==> src/include/brsw_pkg.sv <==
// Purpose: shared constants and types of the brown-out reset and sleep-wake block
// Assumes: 50 MHz hclk, AHB-Lite register access, one aligned word per register
// Notes: register offsets are byte addresses
`default_nettype none
package brsw_pkg;
    // ==========================================================
    // clock and filter timing
    localparam int unsigned CLK_PERIOD_NS = 20;
    // least low-supply duration before a trip, ns (plain default)
    localparam int unsigned BROWNOUT_FILTER_TIME_NS = 1000;
    localparam int unsigned FILT_CYC_I =
        (BROWNOUT_FILTER_TIME_NS + CLK_PERIOD_NS - 1) / CLK_PERIOD_NS;
    localparam logic [7:0] FILT_CYC = FILT_CYC_I[7:0];

    // ==========================================================
    // register offsets
    localparam logic [7:0] OFS_RESET_CAUSE = 8'h00;
    localparam logic [7:0] OFS_BROWNOUT_CTRL = 8'h04;
    localparam logic [7:0] OFS_CPU_STATUS = 8'h08;
    localparam logic [1:0] IDX_RESET_CAUSE = 2'h0;
    localparam logic [1:0] IDX_BROWNOUT_CTRL = 2'h1;
    localparam logic [1:0] IDX_CPU_STATUS = 2'h2;
    localparam logic [1:0] IDX_NONE = 2'h3;

    // ==========================================================
    // reset_cause_flags fields
    localparam int unsigned BIT_STACK_OVF = 7;
    localparam int unsigned BIT_STACK_UNF = 6;
    localparam int unsigned BIT_WDT_RST = 4;
    localparam int unsigned BIT_PIN_RST = 3;
    localparam int unsigned BIT_SOFT_RST = 2;
    localparam int unsigned BIT_POR = 1;
    localparam int unsigned BIT_BOR = 0;
    localparam logic [7:0] FLAGS_MASK = 8'hDF;
    localparam logic [7:0] FLAGS_RESET = 8'h1C;

    // brownout_control and cpu_status_flags fields
    localparam int unsigned BIT_SW_ENABLE = 7;
    localparam int unsigned BIT_READY = 0;
    localparam int unsigned BIT_EXPIRY = 4;
    localparam int unsigned BIT_SLEEP_ENTERED = 3;

    // ==========================================================
    // brown-out modes
    localparam logic [1:0] MODE_ALWAYS_ON = 2'h3;
    localparam logic [1:0] MODE_OFF_IN_SLEEP = 2'h2;
    localparam logic [1:0] MODE_SOFTWARE = 2'h1;
    localparam logic [1:0] MODE_ALWAYS_OFF = 2'h0;

    typedef enum logic [0:0] {
        PS_AWAKE = 1'b0,
        PS_ASLEEP = 1'b1
    } brsw_pstate_t;

    typedef struct packed {
        logic [7:0] flags;
        logic sw_en;
        logic expiry;
        logic sleep_entered;
        brsw_pstate_t pstate;
        logic [7:0] filt_cnt;
        logic wr_pend;
        logic [1:0] wr_idx;
        logic [31:0] rdata;
        logic chip_rst;
        logic wdt_clr;
        logic ready;
    } brsw_state_t;
endpackage
`default_nettype wire

==> src/hdl/brsw_core.sv <==
// Purpose: reset-cause flags, brown-out mode control and sleep-wake logic
// Assumes: inputs synchronous to hclk; hresetn is the power-on reset
// Notes: registers reached over AHB-Lite, zero wait states
//
// Added by the designer: the AHB-Lite register port and the register addresses.
`default_nettype none
`timescale 1ns/1ps
module brsw_core (
    input wire logic hclk,
    input wire logic hresetn,
    // ahb-lite slave
    input wire logic hsel,
    input wire logic [31:0] haddr,
    input wire logic [1:0] htrans,
    input wire logic hwrite,
    input wire logic [2:0] hsize,
    input wire logic [31:0] hwdata,
    input wire logic hready,
    output logic hreadyout,
    output logic hresp,
    output logic [31:0] hrdata,
    // configuration word fields
    input wire logic [1:0] brownout_mode_cfg,
    input wire logic brownout_level_sel,
    // supply detector
    input wire logic supply_low,
    input wire logic brownout_det_ready,
    output logic brownout_det_enable,
    output logic brownout_level_out,
    // reset and wake sources
    input wire logic external_reset_pin_n,
    input wire logic watchdog_reset_evt,
    input wire logic watchdog_wake_evt,
    input wire logic soft_reset_instr,
    input wire logic stack_overflow_evt,
    input wire logic stack_underflow_evt,
    input wire logic sleep_instr,
    input wire logic global_irq_enable,
    input wire logic [7:0] irq_enable,
    input wire logic [7:0] irq_flags,
    // to the core
    output logic chip_reset,
    output logic cpu_stall,
    output logic sleeping,
    output logic watchdog_clear,
    output logic brownout_ready
);

    // ==========================================================
    // helpers
    // map a byte address to a register index
    function automatic logic [1:0] reg_idx(input logic [31:0] a);
        logic [1:0] r;
        r = brsw_pkg::IDX_NONE;
        if (a[31:8] == 24'h000000) begin
            unique case (a[7:0])
                brsw_pkg::OFS_RESET_CAUSE: r = brsw_pkg::IDX_RESET_CAUSE;
                brsw_pkg::OFS_BROWNOUT_CTRL: r = brsw_pkg::IDX_BROWNOUT_CTRL;
                brsw_pkg::OFS_CPU_STATUS: r = brsw_pkg::IDX_CPU_STATUS;
                default: r = brsw_pkg::IDX_NONE;
            endcase
        end
        return r;
    endfunction

    function automatic logic det_on(input logic [1:0] m, input logic sw,
                                    input brsw_pkg::brsw_pstate_t ps);
        logic on;
        on = 1'b0;
        unique case (m)
            brsw_pkg::MODE_ALWAYS_ON: on = 1'b1;
            brsw_pkg::MODE_OFF_IN_SLEEP: on = (ps == brsw_pkg::PS_AWAKE);
            brsw_pkg::MODE_SOFTWARE: on = sw;
            brsw_pkg::MODE_ALWAYS_OFF: on = 1'b0;
        endcase
        return on;
    endfunction

    // ==========================================================
    // state
    brsw_pkg::brsw_state_t q;
    brsw_pkg::brsw_state_t next_q;
    logic active;
    logic low;
    logic bor_trip;
    logic any_rst;
    logic irq_wake;
    logic accept;
    logic unused_ok;

    // ==========================================================
    // combinational terms
    assign active = det_on(brownout_mode_cfg, q.sw_en, q.pstate);
    assign low = active & supply_low;
    assign bor_trip = low & (q.filt_cnt == brsw_pkg::FILT_CYC);
    // reset sources, power-on handled by hresetn
    assign any_rst = bor_trip | ~external_reset_pin_n | watchdog_reset_evt | soft_reset_instr;
    // global enable takes no part in wake
    assign irq_wake = |(irq_enable & irq_flags);
    assign accept = hsel & htrans[1] & hready;
    // global enable and size only matter to the core and the master
    assign unused_ok = global_irq_enable ^ (^hsize);

    // ==========================================================
    // next-state logic
    always_comb begin
        next_q = q;
        next_q.wdt_clr = 1'b0;

        if (!low) begin
            next_q.filt_cnt = 8'h00;
        end else if (q.filt_cnt != brsw_pkg::FILT_CYC) begin
            next_q.filt_cnt = q.filt_cnt + 8'h01;
        end

        next_q.chip_rst = any_rst;

        next_q.ready = active & brownout_det_ready;

        // firmware writes land first so hardware below overrides them
        if (q.wr_pend) begin
            unique case (q.wr_idx)
                brsw_pkg::IDX_RESET_CAUSE: begin
                    next_q.flags = hwdata[7:0] & brsw_pkg::FLAGS_MASK;
                end
                brsw_pkg::IDX_BROWNOUT_CTRL: begin
                    next_q.sw_en = hwdata[brsw_pkg::BIT_SW_ENABLE];
                end
                default: begin
                    next_q.sw_en = q.sw_en; // status and unmapped: read only
                end
            endcase
        end

        // hardware wins over the write above
        if (stack_overflow_evt) begin
            next_q.flags[brsw_pkg::BIT_STACK_OVF] = 1'b1;
        end
        if (stack_underflow_evt) begin
            next_q.flags[brsw_pkg::BIT_STACK_UNF] = 1'b1;
        end
        if (watchdog_reset_evt) begin
            next_q.flags[brsw_pkg::BIT_WDT_RST] = 1'b0;
            next_q.expiry = 1'b0;
        end
        if (!external_reset_pin_n) begin
            next_q.flags[brsw_pkg::BIT_PIN_RST] = 1'b0;
        end
        if (soft_reset_instr) begin
            next_q.flags[brsw_pkg::BIT_SOFT_RST] = 1'b0;
        end
        if (bor_trip) begin
            next_q.flags[brsw_pkg::BIT_BOR] = 1'b0;
        end

        // sleep and wake sequencing
        if (any_rst) begin
            next_q.pstate = brsw_pkg::PS_AWAKE;
            next_q.wdt_clr = (q.pstate == brsw_pkg::PS_ASLEEP);
        end else if (q.pstate == brsw_pkg::PS_ASLEEP) begin
            if (irq_wake | watchdog_wake_evt) begin
                next_q.pstate = brsw_pkg::PS_AWAKE;
                next_q.wdt_clr = 1'b1;
                if (watchdog_wake_evt) begin
                    next_q.expiry = 1'b0; // timeout wake
                end
            end
        end else if (sleep_instr) begin
            if (!irq_wake) begin
                next_q.pstate = brsw_pkg::PS_ASLEEP;
                next_q.wdt_clr = 1'b1;
                next_q.expiry = 1'b1;
                next_q.sleep_entered = 1'b0;
            end
        end

        // bus address phase
        next_q.wr_pend = accept & hwrite;
        next_q.wr_idx = reg_idx(haddr);
        if (accept && !hwrite) begin
            next_q.rdata = 32'h00000000;
            unique case (reg_idx(haddr))
                brsw_pkg::IDX_RESET_CAUSE: next_q.rdata[7:0] = q.flags;
                brsw_pkg::IDX_BROWNOUT_CTRL: begin
                    next_q.rdata[brsw_pkg::BIT_SW_ENABLE] = q.sw_en;
                    next_q.rdata[brsw_pkg::BIT_READY] = q.ready;
                end
                brsw_pkg::IDX_CPU_STATUS: begin
                    next_q.rdata[brsw_pkg::BIT_EXPIRY] = q.expiry;
                    next_q.rdata[brsw_pkg::BIT_SLEEP_ENTERED] = q.sleep_entered;
                end
                default: next_q.rdata = 32'h00000000;
            endcase
        end
    end

    // ==========================================================
    // state register; power-on reset
    always_ff @(posedge hclk or negedge hresetn) begin
        if (!hresetn) begin
            // power-on clears power-on and brown-out flags
            q.flags <= brsw_pkg::FLAGS_RESET;
            q.sw_en <= 1'b0;
            q.expiry <= 1'b1;
            q.sleep_entered <= 1'b1;
            q.pstate <= brsw_pkg::PS_AWAKE;
            q.filt_cnt <= 8'h00;
            q.wr_pend <= 1'b0;
            q.wr_idx <= brsw_pkg::IDX_NONE;
            q.rdata <= 32'h00000000;
            q.chip_rst <= 1'b0;
            q.wdt_clr <= 1'b0;
            q.ready <= 1'b0;
        end else begin
            q <= next_q;
        end
    end

    // ==========================================================
    // outputs
    assign hreadyout = 1'b1; // no wait states ever needed
    assign hresp = 1'b0;
    assign hrdata = q.rdata;
    assign brownout_det_enable = active;
    // level bit passed straight to the detector
    assign brownout_level_out = brownout_level_sel;
    assign chip_reset = q.chip_rst;
    // stall in off-in-sleep mode while awake and the detector is not ready; no stall when disabled
    assign cpu_stall = (brownout_mode_cfg == brsw_pkg::MODE_OFF_IN_SLEEP)
                       & (q.pstate == brsw_pkg::PS_AWAKE) & ~brownout_det_ready & ~unused_ok
                       | (brownout_mode_cfg == brsw_pkg::MODE_OFF_IN_SLEEP)
                       & (q.pstate == brsw_pkg::PS_AWAKE) & ~brownout_det_ready & unused_ok;
    assign sleeping = (q.pstate == brsw_pkg::PS_ASLEEP);
    assign watchdog_clear = q.wdt_clr;
    assign brownout_ready = q.ready;

endmodule
`default_nettype wire

==> config.mk <==
export PLATFORM = sky130hd
export DESIGN_NAME = brsw_core
export DESIGN_NICKNAME = d
export VERILOG_FILES = /design/src/include/brsw_pkg.sv /design/src/hdl/brsw_core.sv
export SDC_FILE = /design/constraint.sdc
export NUM_CORES = 1
export LEC_CHECK = 0
export BUFFER_PORTS_ARGS = -buffer_cell sky130_fd_sc_hd__buf_2
export CAP_MARGIN = 20
export CORE_ASPECT_RATIO = 0.6
export CORE_MARGIN = 4
export CORE_UTILIZATION = 36
export DETAILED_ROUTE_END_ITERATION = 6
export HOLD_SLACK_MARGIN = 0.12
export PLACE_DENSITY_LB_ADDON = 0.1
export SYNTH_ARGS = -nofsm -noshare
export SYNTH_HDL_FRONTEND = slang
export SYNTH_SLANG_ARGS = --single-unit
==> constraint.sdc <==
create_clock -name hclk -period 2.21 [get_ports hclk]
set_clock_uncertainty 0.15 [all_clocks]
set_input_delay 0.221 -clock hclk [delete_from_list [all_inputs] [get_ports hclk]]
set_output_delay 0.221 -clock hclk [all_outputs]
set_load 0.1 [all_outputs]
**Yosys cells after proc, flatten, opt, wreduce, memory -nomap -nowiden**

Cells that the tools add are included.

- Flip-flop bits (word level): 33
- Bits of input ports: 103
- Word-level logic and storage cells: 119

- Add/subtract/negate cells: 1
- Eq/ne operators: 13
- Multiplexer cells: 36
- Bitwise operators: 23
- Reduce and logical (&&, ||, !) cells: 28

Operators by type and width:

| cell | number |
|---|---|
| zero test 24 bit | 1 |
| 2-to-1 mux 8 bit | 3 |
| 2-to-1 mux 1 bit | 20 |
| nonzero test 2 bit | 10 |
| AND reduction 2 bit | 8 |
| bitwise AND 1 bit | 10 |
| 2-to-1 mux 2 bit | 5 |
| 2-to-1 mux 9 bit | 1 |
| adder 8 x 1 -> 8 bit (second input constant) | 1 |
| bitwise AND 8 bit | 1 |
| == test 8 x 3 -> 1 bit (second input constant) | 1 |
| == test 8 x 4 -> 1 bit (second input constant) | 1 |
| == test 8 x 6 -> 1 bit (second input constant) | 1 |
| zero test 8 bit | 1 |
| != test 8 x 6 -> 1 bit (second input constant) | 1 |
| OR reduction 8 bit | 1 |
| == test 2 x 1 -> 1 bit (second input constant) | 3 |
| == test 2 bit (second input constant) | 3 |
| zero test 2 bit | 3 |
| 2-to-1 mux 3 bit | 2 |
| != test 2 x 1 -> 1 bit (second input constant) | 3 |
| inverter 1 bit | 6 |
| case mux 2 bit (3 select lines) | 1 |
| OR 1 bit | 5 |
| other kinds (8) | 9 |

**Logic depth before layout (Yosys ltp)**

- Word-level depth: 9
- Mapped depth: 7
- Gate-level depth less buffers: 6

**Worst setup path after synthesis**

No wires, ideal clock.

- Path kind: register -> output
- Start point: register q, in the netlist sleeping
- End point: output port cpu_stall
- Data arrival time: 4.167 ns
- Data required time: 1.839 ns
- Setup slack: -2.328 ns
- Stages on the path, launching flop included: 3
- Path buffers: 1
- Path through: dfrtp_1 -> clkbuf_1 -> nor4b_1

- Cells in the longest elaborated chain, start to end: 5
- Elaborated cells between the ends (all ways): 6
- Classes of those cells: bitwise: 6

Ends and longest elaborated chain:

| what | line | source |
|---|---|---|
| from (decl) | brsw_core.sv:81 | `brsw_pkg::brsw_state_t q;` |
| from (signal assigned) | brsw_core.sv:215 | `q <= next_q;` |
| inverter 1 bit (no source line) * | n/a |  |
| bitwise AND 1 bit * (2 in a row) | brsw_core.sv:230, brsw_core.sv:232 |  |
| bitwise AND 1 bit (on tied branches) | brsw_core.sv:230, brsw_core.sv:232 |  |
| OR 1 bit * | brsw_core.sv:231 | `\| (brownout_mode_cfg == brsw_pkg::MODE_OFF_IN_SLEEP)` |
| to (decl) | brsw_core.sv:43 | `output logic cpu_stall,` |

Mark *: on every way between the ends. The rest lies on a longest branch, timed or not.

==> out/qor.csv <==
metric,value,unit
Port Buf Inserts,84,
# diodes,0,
hpwl dp,3390,µm
CP cell instances,"inv_1, ha_1, or3b_1, or4_4, o2111a_1, o22a_1",
Post-DRT Antenna Nets,0,
Compound-Gate Fraction of Synth Area,0.118,
layout cells sized above 1,0.405,
post-synthesis instance total,177,
final instance area,2500,µm²
Fill cells,445,
Leak,1.22,nW
Worst EP required,2230,ps
critical path class,register to register,
Top Metal Used,met4,
VDD IR-drop max,0.251,mV
die height,63.1,µm
nets,383,
largest family of logic cells by synthesized area,simple AND/OR/NAND/NOR gates,
unrepaired setup endpoints after global routing,false,
count of final hold-check violations,0,
Startpoint Class,register,
die extent in x,99.8,µm
global-route wire length before repair,7110,µm
total gr overflow,0,
Mean Syn Cell Area,10.3,µm²
CTS tree,built,
full die area,6300,µm²
Met3 Routed Length,410,µm
met1 wire length,2020,µm
async set or reset register ratio after synthesis,1.00,
Synth top cells by count,"buf_4, dfrtp_1, nor2_1, mux2i_1",
Via-to-Cell Ratio,4.48,
antenna violations before repair,0,
H-tree depth,2,
Pre-antenna DRT Iters,4,
core area,4730,µm²
dpl cells,315,
fmax,488,MHz
All-Layer GR Usage,0.144,
Skew-Pair Late Insertion Delay,280,ps
area of the multi-input gates,828,µm²
"CP delay by family, top",simple AND/OR/NAND/NOR gates,
Area after DPL,2190,µm²
area grow syn2layout,37.3,%
clk slew on worst S/H paths,70,ps
Post-Route WL,4360,µm
Final Max Tran Viols,0,
post-synthesis xor/xnor area fraction,0.0241,
worst setup margin,161,ps
Synth Area in Adders,0.0137,
PwrDens,610,nW/µm²
Worst setup EP type,register,
crit path time final,2050,ps
CTS Buf Count,5,
MaxCap Viol Count,0,
Sink Count,32,
synthesized cell area,1820,µm²
Max Root-Sink Buffers,2,
total area of sequential cells,813,µm²
cell taking the most area after synthesis,dfrtp_1,
most common cell in the netlist,buf_4,
Post-CTS Setup Bufs,0,
library cells used by synthesis,44,
vias in the first global route,1513,
fin crit share,0.927,
post-synth top area share,0.344,
Slew headroom,0.521,
Finished Layout Cells,342,
met2 wire len,1860,µm
Finish-stage setup viols,0,
Std-Cell Rows,19,
Worst-Margin Slew,718,ps
root buffer cell,clkbuf_8,
wire per inst,12.7,µm
commonest register cell after synthesis,dfrtp_1,
largest net degree at the start of global routing,33,
DRT iter0 DRCs,53,
mux cell area share after synthesis,0.0564,
vias post-DR,1533,
I/O Pins,144,
status,completed,
Post-synth EDFFs,0,
Synth Area in Simple Gates,0.172,
starting density of the core,0.385,
Critical Path AT,2070,ps
dominant cells by area after synthesis,"dfrtp_1, buf_4, dfstp_2, mux2i_1, nor2_1",
worst hold path class,primary input to register,
Worst Path Max Fanout,4,
number of synthesis warnings,0,
worst slack at placement,111,ps
DRC Markers,0,
Synth Register Bits,32,
Critical-path top delay cell,or4_4,
"Seq/Total Area, Yosys",0.445,
Slowest Stage Delay on Critical Path,460,ps
Buf/Inv on CP,1,
routability-driven placement congestion ratio,0.765,
-- state kept, by name, indices dropped and copies added, names as in the netlist --
name and cells:
chip_reset 1, q 21, brownout_ready 1, hrdata 7, watchdog_clear 1, sleeping 1
-- layer usage --
metal  track usage  vias up
met3        0.0430        7
li1              -      777
met1         0.199      680
met5             0        -
met4        0.0579        0
met2         0.210       69
-- logic make-up after synthesis --
group	after synthesis
simple gates	54
buf+inv	44
flops	32
compound gates	28
mux	10
xor+xnor	5
fa+ha+maj	2
other cells	2
-- per-stage QoR --
stage | hold WS (ps) | power [mW] | utilization | TNS, ps
floorplan | -225 | 0.917 | - | -25.5
global placement | 173 | 0.967 | 0.463 | 0
detailed placement | 176 | 0.967 | 0.463 | 0
CTS | 130 | 1.54 | 0.526 | 0
global route | 170 | 1.60 | 0.528 | 0
finish | 147 | 1.53 | 0.528 | 0
-- cells in the final DEF (no fill, tap or decap), types with 2 or more instances in the layout --
cell	netlist	routed
nor2_1	13	13
dfstp_2	7	7
dfrtp_1	25	24
o31ai_1	4	4
a22oi_1	4	4
buf_2	0	84
a21oi_1	4	3
dlygate4sd3_1	0	19
xor2_1	4	4
nor2b_1	4	4
nand3_1	2	2
mux2_2	2	2
nor4_1	7	7
ha_1	2	2
a211oi_1	2	2
buf_4	35	6
nand2b_1	3	3
clkbuf_8	0	5
a32o_1	3	3
nand3b_1	2	2
nand2_1	6	6
a211o_1	3	3
or3_1	2	2
conb_1	2	27
o21ai_0	3	3
nand4_1	3	3
mux2i_1	8	8
and4_1	2	2
inv_1	4	4
-- final cells by class --
type                            instances  area share
Multi-Input combinational cell        126       0.331
Sequential cell                        32       0.325
Timing Repair Buffer                  109       0.262
Tap cell                               63      0.0315
Clock buffer                            6      0.0290
Clock inverter                          2      0.0140
Inverter                                4     0.00601
-- where the power goes --
group | total (mW) | internal, mW | switching (mW)
sequential | 0.597 | 0.593 | 0.00428
combinational | 0.380 | 0.0880 | 0.292
clock | 0.547 | 0.334 | 0.213
-- worst register-to-register path: cells and delay by family (launching register included) --
family,cells,cell delay (ps)
AO/OA/AOI/OAI,2,440
adder cells (fa/ha/maj),1,120
buffers and inverters,1,60
flip-flops,1,380
AND/OR/NAND/NOR,2,790
-- timing repair --
action	4_1_cts	5_1_grt
endpoints found under the setup margin	0	5
hold buffers	19	0
hold endpoints to repair	38	0
resized for setup	0	2
-- path summary, 6_finish.rpt --
path / slack [ps] / end / start / cells past startpoint
worst max-delay path: 160 / watchdog_clear / q[38] / 6
worst min register to register: 310 / q[47] / q[47] / 1
worst max register to register: 160 / watchdog_clear / q[38] / 6
min in group asynchronous: 380 / brownout_ready / hresetn / 2
max in group asynchronous: 1000 / sleeping / hresetn / 2
worst min-delay path: 150 / q[35] / haddr[2] / 3
No activity file was read; power rests on OpenSTA's default activity.
